--- src/inc/lmcfg_map.svh ---
// Overview of operation
// - lock asserts after 1024..8192 in-window cycles
// - lost reference drops lock when enabled
// - bit 5 selects bleed current polarity
// - optional resync of select pin to reference
// - readback select: calibration data or version
// - half lsb added when bit 5 set, aux modulator off and integer mode off
// - mask bit suppresses modulator reset on write
// - mode bit one disables modulator, integer mode
// - amplitude loop off bit stops bias control
// - bit 1 enables temperature calibration voltage
// - core d rectifier, range, nominal threshold
// - core c rectifier bias select bit 4
`ifndef LMCFG_MAP_SVH
`define LMCFG_MAP_SVH
`define LMCFG_ADDR_LOCK     8'h28
`define LMCFG_ADDR_RBSYNC   8'h2a
`define LMCFG_ADDR_SDM      8'h2b
`define LMCFG_ADDR_CORED    8'h2c
`define LMCFG_ADDR_COREC    8'h2d
`define LMCFG_ADDR_FRAC     8'h10
`define LMCFG_RST_LOCK      8'h03
`define LMCFG_RST_RBSYNC    8'h00
`define LMCFG_RST_SDM       8'h01
`define LMCFG_RST_CORED     8'h44
`define LMCFG_RST_COREC     8'h11
`define LMCFG_MASK_LOCK     8'h07
`define LMCFG_MASK_RBSYNC   8'h29
`define LMCFG_MASK_SDM      8'h35
`define LMCFG_MASK_CORED    8'h7f
`define LMCFG_MASK_COREC    8'h10
`define LMCFG_LOCK_BASE     14'h0400
`define LMCFG_REF_LOSS_CYC  16'h0100
`endif

--- src/inc/lmcfg_pkg.sv ---
package lmcfg_pkg;
	typedef enum logic [1:0] {
		LMCFG_SER_IDLE,
		LMCFG_SER_SHIFT,
		LMCFG_SER_DONE
	} lmcfg_ser_t;
endpackage : lmcfg_pkg

--- src/design/lmcfg_sync.sv ---
`timescale 1ns/10ps
module lmcfg_sync (
	input  wire logic clk_sys,
	input  wire logic rst_b,
	input  wire logic async_in,
	output logic      sync_out
);
	logic stage1_reg;
	logic stage2_reg;
	always_ff @(posedge clk_sys or negedge rst_b) begin
		if (!rst_b) begin
			stage1_reg <= 1'b0;
			stage2_reg <= 1'b0;
		end else begin
			stage1_reg <= async_in;
			stage2_reg <= stage1_reg;
		end
	end
	assign sync_out = stage2_reg;
endmodule : lmcfg_sync

--- src/design/lmcfg_top.sv ---
`timescale 1ns/10ps
`include "lmcfg_map.svh"
module lmcfg_top
	import lmcfg_pkg::*;
#(
	parameter logic [15:0] REF_LOSS_CYC = `LMCFG_REF_LOSS_CYC,
	parameter logic [7:0]  VERSION_ID   = 8'h5a // arbitrary value
) (
	input  wire logic clk_sys,
	input  wire logic rst_b,
	input  wire logic serial_select_pin,
	input  wire logic serial_clk,
	input  wire logic serial_data_in,
	output logic      serial_data_out,
	input  wire logic reference_input_neg,
	input  wire logic phase_in_window,
	input  wire logic [7:0] cal_readback_data,
	output logic      lock_detect,
	output logic      bleed_polarity,
	output logic      modulator_integer_mode,
	output logic      aux_modulator_enable,
	output logic      half_lsb_active,
	output logic      modulator_reset,
	output logic      amplitude_loop_off,
	output logic      temp_cal_voltage_enable,
	output logic      rectifier_bias_core_d,
	output logic      threshold_range_core_d,
	output logic [2:0] nominal_threshold_core_d,
	output logic      rectifier_bias_core_c
);
	logic rst_s1_reg;
	logic rst_sync_b;
	always_ff @(posedge clk_sys or negedge rst_b) begin
		if (!rst_b) begin
			rst_s1_reg <= 1'b0;
			rst_sync_b <= 1'b0;
		end else begin
			rst_s1_reg <= 1'b1;
			rst_sync_b <= rst_s1_reg;
		end
	end

	// serial port: select low frames 16 bits, msb first: r/w, 7-bit addr, 8 data
	logic sel_sync;
	logic sel_act_sync;
	logic sel_ref_reg;
	logic sel_ref_next;
	logic sel_used;
	logic ref_prev_reg;
	logic ref_rise;
	logic sclk_prev_reg;
	logic sclk_rise;
	logic sclk_fall;
	lmcfg_ser_t ser_reg;
	lmcfg_ser_t ser_next;
	logic [4:0]  bit_cnt_reg;
	logic [4:0]  bit_cnt_next;
	logic [15:0] shift_reg;
	logic [15:0] shift_next;
	logic [7:0]  rd_shift_reg;
	logic [7:0]  rd_shift_next;
	logic        sdo_reg;
	logic        sdo_next;
	logic        wr_stb;

	lmcfg_sync u_sel_sync (
		.clk_sys  (clk_sys),
		.rst_b    (rst_sync_b),
		.async_in (~serial_select_pin),
		.sync_out (sel_act_sync)
	);
	// active copy resets deselected, no false frame
	assign sel_sync = ~sel_act_sync;

	assign ref_rise  = reference_input_neg & ~ref_prev_reg;
	assign sclk_rise = serial_clk & ~sclk_prev_reg;
	assign sclk_fall = ~serial_clk & sclk_prev_reg;

	logic [7:0] lock_cfg_reg;
	logic [7:0] rbsync_reg;
	logic [7:0] sdm_reg;
	logic [7:0] cored_reg;
	logic [7:0] corec_reg;
	logic [7:0] lock_cfg_next;
	logic [7:0] rbsync_next;
	logic [7:0] sdm_next;
	logic [7:0] cored_next;
	logic [7:0] corec_next;
	logic [7:0] rd_data;
	logic [6:0] acc_addr;
	logic       half_lsb_reg;
	logic       half_lsb_next;

	always_comb begin
		sel_ref_next = sel_ref_reg;
		if (ref_rise) begin
			sel_ref_next = sel_sync;
		end
	end
	assign sel_used = rbsync_reg[3] ? sel_ref_reg : sel_sync;
	// address at the 8th rise: six shifted bits plus the pin
	assign acc_addr = {shift_reg[5:0], serial_data_in};

	always_comb begin
		rd_data = rbsync_reg[0] ? VERSION_ID : cal_readback_data;
		case ({1'b0, acc_addr})
			`LMCFG_ADDR_LOCK:   rd_data = lock_cfg_reg;
			`LMCFG_ADDR_RBSYNC: rd_data = rbsync_reg;
			`LMCFG_ADDR_SDM:    rd_data = sdm_reg;
			`LMCFG_ADDR_CORED:  rd_data = cored_reg;
			`LMCFG_ADDR_COREC:  rd_data = corec_reg;
			default:            ;
		endcase
	end

	always_comb begin
		ser_next      = ser_reg;
		bit_cnt_next  = bit_cnt_reg;
		shift_next    = shift_reg;
		rd_shift_next = rd_shift_reg;
		sdo_next      = sdo_reg;
		wr_stb        = 1'b0;
		case (ser_reg)
			LMCFG_SER_IDLE: begin
				bit_cnt_next = 5'h00;
				sdo_next     = 1'b0;
				if (!sel_used) begin
					ser_next = LMCFG_SER_SHIFT;
				end
			end
			LMCFG_SER_SHIFT: begin
				if (sel_used) begin
					ser_next = LMCFG_SER_IDLE;
				end else if (sclk_rise) begin
					shift_next   = {shift_reg[14:0], serial_data_in};
					bit_cnt_next = bit_cnt_reg + 5'h01;
					if (bit_cnt_reg == 5'h07) begin
						rd_shift_next = rd_data;
					end
					if (bit_cnt_reg == 5'h0f) begin
						ser_next = LMCFG_SER_DONE;
					end
				end else if (sclk_fall && bit_cnt_reg >= 5'h08) begin
					sdo_next      = rd_shift_reg[7];
					rd_shift_next = {rd_shift_reg[6:0], 1'b0};
				end
			end
			LMCFG_SER_DONE: begin
				wr_stb   = ~shift_reg[15];
				ser_next = LMCFG_SER_IDLE;
			end
			default: ser_next = LMCFG_SER_IDLE;
		endcase
	end

	always_comb begin
		lock_cfg_next = lock_cfg_reg;
		rbsync_next   = rbsync_reg;
		sdm_next      = sdm_reg;
		cored_next    = cored_reg;
		corec_next    = corec_reg;
		if (wr_stb) begin
			case ({1'b0, shift_reg[14:8]})
				`LMCFG_ADDR_LOCK:   lock_cfg_next = shift_reg[7:0] & `LMCFG_MASK_LOCK;
				`LMCFG_ADDR_RBSYNC: rbsync_next   = shift_reg[7:0] & `LMCFG_MASK_RBSYNC;
				`LMCFG_ADDR_SDM:    sdm_next      = shift_reg[7:0] & `LMCFG_MASK_SDM;
				`LMCFG_ADDR_CORED:  cored_next    = shift_reg[7:0] & `LMCFG_MASK_CORED;
				`LMCFG_ADDR_COREC:  corec_next    = shift_reg[7:0] & `LMCFG_MASK_COREC;
				default:            ;
			endcase
		end
		// half lsb from new mode bits
		half_lsb_next = sdm_next[5] & ~sdm_next[4] & ~sdm_next[0];
	end

	// lock detector
	logic [13:0] lock_cnt_reg;
	logic [13:0] lock_cnt_next;
	logic [15:0] loss_cnt_reg;
	logic [15:0] loss_cnt_next;
	logic        lock_reg;
	logic        lock_next;
	logic [13:0] lock_target;
	logic        ref_lost;

	assign lock_target = `LMCFG_LOCK_BASE << lock_cfg_reg[2:1];
	assign ref_lost    = (loss_cnt_reg >= REF_LOSS_CYC);

	always_comb begin
		lock_cnt_next = lock_cnt_reg;
		lock_next     = lock_reg;
		loss_cnt_next = ref_rise ? 16'h0000 : loss_cnt_reg;
		if (!ref_rise && !ref_lost) begin
			loss_cnt_next = loss_cnt_reg + 16'h0001;
		end
		if (ref_rise) begin
			if (!phase_in_window) begin
				lock_cnt_next = 14'h0000;
				lock_next     = 1'b0;
			end else if (!lock_reg) begin
				if (lock_cnt_reg + 14'h0001 >= lock_target) begin
					lock_next = 1'b1;
				end else begin
					lock_cnt_next = lock_cnt_reg + 14'h0001;
				end
			end
		end
		if (ref_lost && lock_cfg_reg[0] && lock_reg) begin
			lock_next     = 1'b0;
			lock_cnt_next = 14'h0000;
		end
	end

	// write to fraction word resets modulator unless masked
	logic mod_rst_reg;
	logic mod_rst_next;
	assign mod_rst_next = wr_stb && ({1'b0, shift_reg[14:8]} == `LMCFG_ADDR_FRAC) && !sdm_reg[2];

	// serial port state
	always_ff @(posedge clk_sys or negedge rst_sync_b) begin
		if (!rst_sync_b) begin
			sel_ref_reg   <= 1'b1;
			ref_prev_reg  <= 1'b0;
			sclk_prev_reg <= 1'b0;
			ser_reg       <= LMCFG_SER_IDLE;
			bit_cnt_reg   <= 5'h00;
			shift_reg     <= 16'h0000;
			rd_shift_reg  <= 8'h00;
			sdo_reg       <= 1'b0;
		end else begin
			sel_ref_reg   <= sel_ref_next;
			ref_prev_reg  <= reference_input_neg;
			sclk_prev_reg <= serial_clk;
			ser_reg       <= ser_next;
			bit_cnt_reg   <= bit_cnt_next;
			shift_reg     <= shift_next;
			rd_shift_reg  <= rd_shift_next;
			sdo_reg       <= sdo_next;
		end
	end

	// register bank
	always_ff @(posedge clk_sys or negedge rst_sync_b) begin
		if (!rst_sync_b) begin
			lock_cfg_reg  <= `LMCFG_RST_LOCK;
			rbsync_reg    <= `LMCFG_RST_RBSYNC;
			sdm_reg       <= `LMCFG_RST_SDM;
			cored_reg     <= `LMCFG_RST_CORED;
			corec_reg     <= `LMCFG_RST_COREC;
			half_lsb_reg  <= 1'b0;
		end else begin
			lock_cfg_reg  <= lock_cfg_next;
			rbsync_reg    <= rbsync_next;
			sdm_reg       <= sdm_next;
			cored_reg     <= cored_next;
			corec_reg     <= corec_next;
			half_lsb_reg  <= half_lsb_next;
		end
	end

	// lock detector state
	always_ff @(posedge clk_sys or negedge rst_sync_b) begin
		if (!rst_sync_b) begin
			lock_cnt_reg  <= 14'h0000;
			loss_cnt_reg  <= 16'h0000;
			lock_reg      <= 1'b0;
		end else begin
			lock_cnt_reg  <= lock_cnt_next;
			loss_cnt_reg  <= loss_cnt_next;
			lock_reg      <= lock_next;
		end
	end

	// modulator reset pulse
	always_ff @(posedge clk_sys or negedge rst_sync_b) begin
		if (!rst_sync_b) begin
			mod_rst_reg   <= 1'b0;
		end else begin
			mod_rst_reg   <= mod_rst_next;
		end
	end

	assign serial_data_out = sdo_reg;
	assign lock_detect     = lock_reg;
	assign modulator_reset = mod_rst_reg;
	assign bleed_polarity  = rbsync_reg[5];
	assign modulator_integer_mode = sdm_reg[0];
	assign aux_modulator_enable   = sdm_reg[4];
	// half lsb only with aux off
	assign half_lsb_active        = half_lsb_reg;
	assign amplitude_loop_off       = cored_reg[0];
	assign temp_cal_voltage_enable  = cored_reg[1];
	assign rectifier_bias_core_d    = cored_reg[6];
	assign threshold_range_core_d   = cored_reg[5];
	assign nominal_threshold_core_d = cored_reg[4:2];
	assign rectifier_bias_core_c    = corec_reg[4];
endmodule : lmcfg_top

--- config.mk ---
export PLATFORM = sky130hd
export DESIGN_NAME = lmcfg_top
export DESIGN_NICKNAME = d
export VERILOG_FILES = /design/src/inc/lmcfg_pkg.sv /design/src/design/lmcfg_sync.sv /design/src/design/lmcfg_top.sv
export VERILOG_INCLUDE_DIRS = /design/src /design/src/inc
export SDC_FILE = /design/constraint.sdc
export NUM_CORES = 1
export LEC_CHECK = 0
export ABC_CLOCK_PERIOD_IN_PS = 2900
export BUFFER_PORTS_ARGS = -buffer_cell sky130_fd_sc_hd__buf_2
export CAP_MARGIN = 40
export CORE_UTILIZATION = 55
export CTS_CLUSTER_DIAMETER = 40
export DETAILED_ROUTE_END_ITERATION = 8
export PLACE_DENSITY = 0.87
export SYNTH_ARGS = -nofsm -noshare
export SYNTH_HDL_FRONTEND = slang
export SYNTH_SLANG_ARGS = --single-unit
--- constraint.sdc ---
create_clock -name clk_sys -period 2.9 [get_ports clk_sys]
set_input_delay 0.435 -clock clk_sys [delete_from_list [all_inputs] [get_ports clk_sys]]
set_output_delay 0.435 -clock clk_sys [all_outputs]
set_load 0.05 [all_outputs]
==> out/results.ini, run 1 <==
[outcome]
status = finished clean

[clock_network]
cts_tree = done
cts_buffer_depth = 2
clock_sinks = 91
htree_levels = 3
cts_root_buf = clkbuf_8
path_clk_slew_ns = 0.09
clk_latency_ns = 0.37
cts_buffers = 9

[synthesis]
synth_edf_count = 0
synth_top_family_by_area = simple AND/OR/NAND/NOR gates
synthArstFlopShare_pct = 100
yosysMostFrequentCell = dfrtp_1
synth_top_area_cell = dfrtp_1
syn-instance-count = 448
netlist.area_leader.share_pct = 44.0
muxShareOfSynthArea_pct = 8.53
mappedNetlistArea_um2 = 4720
ys_types = 68
syn_avg_cell_area_um2 = 10.5
synth.area.top_cells = dfrtp_1 44%, dfstp_2 4.4%, mux2_4 4.1%
synth.top_cells.by_count = 83 x dfrtp_1, 41 x nand2_1, 28 x o21ai_0, 24 x nor2_1, 21 x a21oi_1
synth_nets = 474
synth_compound_area_share_pct = 13.6
ys_seq_elements = 91
synth-simple-area-share_pct = 21.2
synth-xor-area-share_pct = 1.85
synth_ff_type = dfrtp_1
yosysSeqAreaShare_pct = 48.4
ys_warn_count = 0
synthAdderAreaFrac_pct = 2.91

[die]
start_util_pct = 57.2
die_y_um = 94.7
io_pins = 30
coreArea_um2 = 8260
die_w_um = 94.7
rows = 33
die-area_um2 = 8960

[global_routing]
antenna_found_initial = 0
grt_max_degree = 51
grt_pass1_vias = 3487
grt_pass1_wl_mm = 16.9
grt_usage_pct = 24.5
grt-ovfl-total = 0

[timing]
final-hold-violation-count = 0
fin_tns_setup_ns = 0
clock_skew_ns = 0.00937
timing.fmax_mhz = 356
slew_violations = 0
worst_slack_ns = 0.0946
post-route-period-util_pct = 96.7
worst_slew_margin_rel_pct = 60.4
worst_pin_slew_ns = 0.593
setup_viol = 0
min_period_ns = 2.81

[setup_path]
worstPathRequired_ns = 3.18
cp_max_fo = 6
worstPathArrival_ns = 3.09
startpoint_type = flip-flop
critPathCaptureType = flip-flop
critical_path_class = reg2reg

[placed_design]
placed_cell_area_um2 = 4990
numPortBuffers = 29
hpwlAfterDp_mm = 6.93
routabilityCongestion = 0.910
pre_cts_slack_ns = -0.00528

[power_and_ir_drop]
p_leak_nw = 2.42
power_per_cell_area_nw_per_um2 = 565
peakVddDrop_uv = 402
power.total_mw = 2.99

[run]
timing.max_cap.violations = 0

[cells_and_area]
area_growth_pct = 11.9
drive_gt1_share_pct = 24.1
num_antenna_cells = 0
final_area_um2 = 5290
final_core_util_pct = 64.0
nets = 507

[detailed_routing]
vias_per_cell = 6.26
drt-initial-drc-count = 283
drc = 0
drtAntennaViolNets = 0
wirelength_mm = 10.4
vias = 3700
drt_pass1_iterations = 7
post_drt_wl_per_cell_um = 17.6

[min_path]
min_path_type = in2reg

critical path: stages, from the launching register on:
cell and delay, ns:
dfrtp_1 0.40, and4_4 0.26, and4_4 0.28, nand2_1 0.07
xnor2_1 0.16, ha_1 0.25, nor4_2 0.34, a22o_2 0.29
nand4_1 0.17, or3_1 0.34, a31oi_1 0.16
metrics by stage:
stage,std cells,hold slack [ns]
2_1_floorplan,448,0.139
3_3_place_gp,569,0.220
3_5_place_dp,570,0.222
4_1_cts,587,0.186
5_1_grt,591,0.182
6_report,591,0.196
repair_timing:
action / 4_1_cts / 5_1_grt
setup buffers: 0 / 4
resized for setup: 0 / 4
endpoints found under the setup margin: 2 / 13
pin swaps: 0 / 2
hold buffers: 1 / 0
endpoints found under the hold margin: 2 / 0
final cells by class:
type	instances	area, µm²
Clock buffer	9	124
Clock inverter	7	121
Fill cell	614	2970
Inverter	12	45.0
Multi-Input combinational cell	322	2280
Sequential cell	91	2290
Tap cell	105	131
Timing Repair Buffer	45	288
power breakdown:
part / leakage (nW) / internal (mW) / total [mW] / switching, mW
Sequential: 1.19 / 1.37 / 1.51 / 0.139
Clock: 0.125 / 0.580 / 1.05 / 0.466
Combinational: 1.11 / 0.187 / 0.434 / 0.247
Total: 2.42 / 2.13 / 2.99 / 0.852
path summary, 6_finish.rpt:
| path | endpoint | slack, ns | from | cells past startpoint |
|---|---|---|---|---|
| max | lock_cnt_reg[12] | 0.09 | lock_cnt_reg[6] | 10 |
| min | ref_prev_reg | 0.20 | reference_input_neg | 1 |
| max reg2reg | lock_cnt_reg[12] | 0.09 | lock_cnt_reg[6] | 10 |
| min reg2reg | lock_cnt_reg[6] | 0.31 | rst_sync_b | 0 |
| max in group asynchronous | corec_reg[0] | 1.90 | rst_sync_b | 1 |
| min in group asynchronous | lock_cnt_reg[6] | 0.31 | rst_sync_b | 0 |
kinds of logic (layout without fill, tap and decap cells):
logic type	Yosys count	in the layout
simple gates	168	168
fa+ha+maj	11	11
other cells	1	1
buf+inv	35	73
flops	91	91
mux	32	32
compound gates	100	100
xor+xnor	10	10
per-layer routing:
metal	up-vias	GRT usage [%]	wire [µm]
met5	-	0	0
met4	0	10.2	278
met3	36	4.35	545
met2	152	38.3	5060
met1	1822	33.7	4510
li1	1690	-	-
placed cells by master, fill, tap and decap left out, types with 7 or more instances in the layout:
| master | n |
|---|---|
| dfrtp_1 | 82 |
| nand2_1 | 41 |
| buf_2 | 29 |
| o21ai_0 | 26 |
| nor2_1 | 24 |
| a21oi_1 | 21 |
| a31oi_1 | 20 |
| nand3_1 | 15 |
| mux2_2 | 14 |
| mux2_4 | 13 |
| buf_4 | 13 |
| inv_1 | 12 |
| ha_1 | 11 |
| nand4_1 | 10 |
| and2_1 | 9 |
| clkbuf_8 | 9 |
| xnor2_1 | 8 |
| nand2b_1 | 8 |
| nor3_1 | 8 |
| or3_1 | 8 |
| dfstp_2 | 8 |
| nor2b_1 | 7 |
Note: power is estimated with default switching activity, not from simulation.
==> run 2, diff against run 1 <==
BUFFER_PORTS_ARGS = -buffer_cell sky130_fd_sc_hd__clkbuf_2   (was -buffer_cell sky130_fd_sc_hd__buf_2)
SLEW_MARGIN = 20   (was unset)
==> run 2 against run 1 <==
Against the previous run:
- flip-flop and latch count did not move
- critical path type unchanged
- die area did not move
- setup slack got worse by 0.039 ns
- clock power fell by 22%
- worst hold slack improved by 0.0074 ns
- register-to-register slack got worse by 0.04 ns
- clock skew rose by 0.00054 ns
==> out/results.ini, run 2 (synthesis results as in run 1) <==
[clock_network]
htree_levels = 3
path_clk_slew_ns = 0.10
cts_buffer_depth = 2
cts_tree = done
clock_sinks = 91
cts_root_buf = clkbuf_8
clk_latency_ns = 0.37
cts_buffers = 9

[setup_path]
cp_max_fo = 12
worstPathRequired_ns = 3.18
worstPathArrival_ns = 3.13
timing.critical_path.mode_cell = and4_4
cp_top_family = simple AND/OR/NAND/NOR gates
critical_path_class = reg2reg
crit_chain = and4_4 > and4_4 > nand3_1 > xnor2_1 > ha_1 > nor4_4 > a22oi_2 > or4_1 > a31oi_1
startpoint_type = flip-flop
critPathBufInv = 0
cp_slowest_cell = or4_1
crit_path_max_incr_delay_ns = 0.52
critPathCaptureType = flip-flop

[timing]
slew_violations = 0
worst_slew_margin_rel_pct = 58.9
final-hold-violation-count = 0
worst_pin_slew_ns = 0.617
clock_skew_ns = 0.00991
hold_ws_ns = 0.203
min_period_ns = 2.84
worst_slack_ns = 0.0553
setup_viol = 0
timing.fmax_mhz = 352
post-route-period-util_pct = 98.1

[placed_design]
hpwlAfterDp_mm = 6.81
pre_cts_slack_ns = -0.0944
place_inst = 569
placed_cell_area_um2 = 4980
routabilityCongestion = 0.916
numPortBuffers = 29

[power_and_ir_drop]
power_frac_clock_pct = 29.6
peakVddDrop_uv = 327
p_leak_nw = 2.37
p_switching_uw = 888
p_seq_share_pct = 54.3
power_per_cell_area_nw_per_um2 = 528
p_int_mw = 1.88
power.total_mw = 2.77
combPwrFrac_pct = 16.1
sw_frac_of_total_pct = 32.0

[min_path]
min_path_type = in2reg

[global_routing]
grt_max_degree = 51
grt-ovfl-total = 0
grt_usage_pct = 25.5
grt_pass1_wl_mm = 17.6
grt_pass1_vias = 3657
antenna_found_initial = 0

[die]
coreArea_um2 = 8260
die_w_um = 94.7
die-area_um2 = 8960
rows = 33
start_util_pct = 57.2
die_y_um = 94.7
io_pins = 30

[cells_and_area]
final_area_um2 = 5250
layout_common_cells = 82 x dfrtp_1, 41 x nand2_1, 29 x clkbuf_2
drive_gt1_share_pct = 24.5
instances_no_fill = 590
num-fill-cells = 611
area_growth_pct = 11.0
layout_commonest_cell = dfrtp_1
nets = 506
num_antenna_cells = 0

[detailed_routing]
post_drt_wl_per_cell_um = 17.8
vias_per_cell = 6.35
drt-initial-drc-count = 291
drt_pass1_iterations = 5
wirelength_mm = 10.5
vias = 3748
drc = 0
drtAntennaViolNets = 0

[outcome]
status = finished clean

[run]
timing.max_cap.violations = 0

-- run 2: worst paths after layout --
kind | startpoint | to | slack, ns | cells past startpoint
worst max-delay path | lock_cnt_reg[6] | lock_cnt_reg[10] | 0.06 | 9
worst min-delay path | reference_input_neg | ref_prev_reg | 0.20 | 1
worst max register to register | lock_cnt_reg[6] | lock_cnt_reg[10] | 0.06 | 9
worst min register to register | rst_sync_b | lock_cnt_reg[4] | 0.32 | 0
max in group asynchronous | rst_sync_b | lock_cfg_reg[0] | 1.89 | 1
min in group asynchronous | rst_sync_b | lock_cnt_reg[4] | 0.32 | 0
-- run 2: repair_timing --
| action | in CTS | in global routing |
|---|---|---|
| pin swaps | 0 | 2 |
| endpoints found under the setup margin | 7 | 11 |
| hold buffers | 1 | 0 |
| hold endpoints to repair | 2 | 0 |
| buffers inserted | 0 | 3 |
| gates resized for setup | 3 | 5 |
-- run 2: per-stage QoR --
stage / TNS (ns) / utilization (%)
detailed placement: -0.167 / 60.3
floorplan: 0 / -
global route: -0.0747 / 63.5
global placement: 0 / 60.3
finish: 0 / 63.5
CTS: 0 / 62.7
-- run 2: layout make-up --
type | instances | area (µm²) | area share, %
inverter | 12 | 45.0 | 0.859
tap | 105 | 131 | 2.50
multi-input combinational | 322 | 2310 | 44.0
timing repair buffer | 44 | 289 | 5.51
sequential | 91 | 2290 | 43.7
clock inverter | 7 | 58.8 | 1.12
clock buffer | 9 | 124 | 2.36
-- run 2: layer usage --
layer | GRT usage [%] | up-vias | wire, µm
met5 | 0 | - | 0
met4 | 11.9 | 0 | 270
met3 | 5.39 | 31 | 634
met2 | 39.8 | 145 | 5050
met1 | 34.2 | 1885 | 4530
li1 | - | 1687 | -
-- run 2: power groups by stage --
stage | Sequential [mW] | Clock, mW | Combinational [mW]
floorplan | 1.50 | 0 | 0.277
global placement | 1.51 | 0 | 0.376
detailed placement | 1.52 | 0 | 0.395
CTS | 1.50 | 0.827 | 0.404
global route | 1.52 | 0.874 | 0.493
finish | 1.51 | 0.820 | 0.446
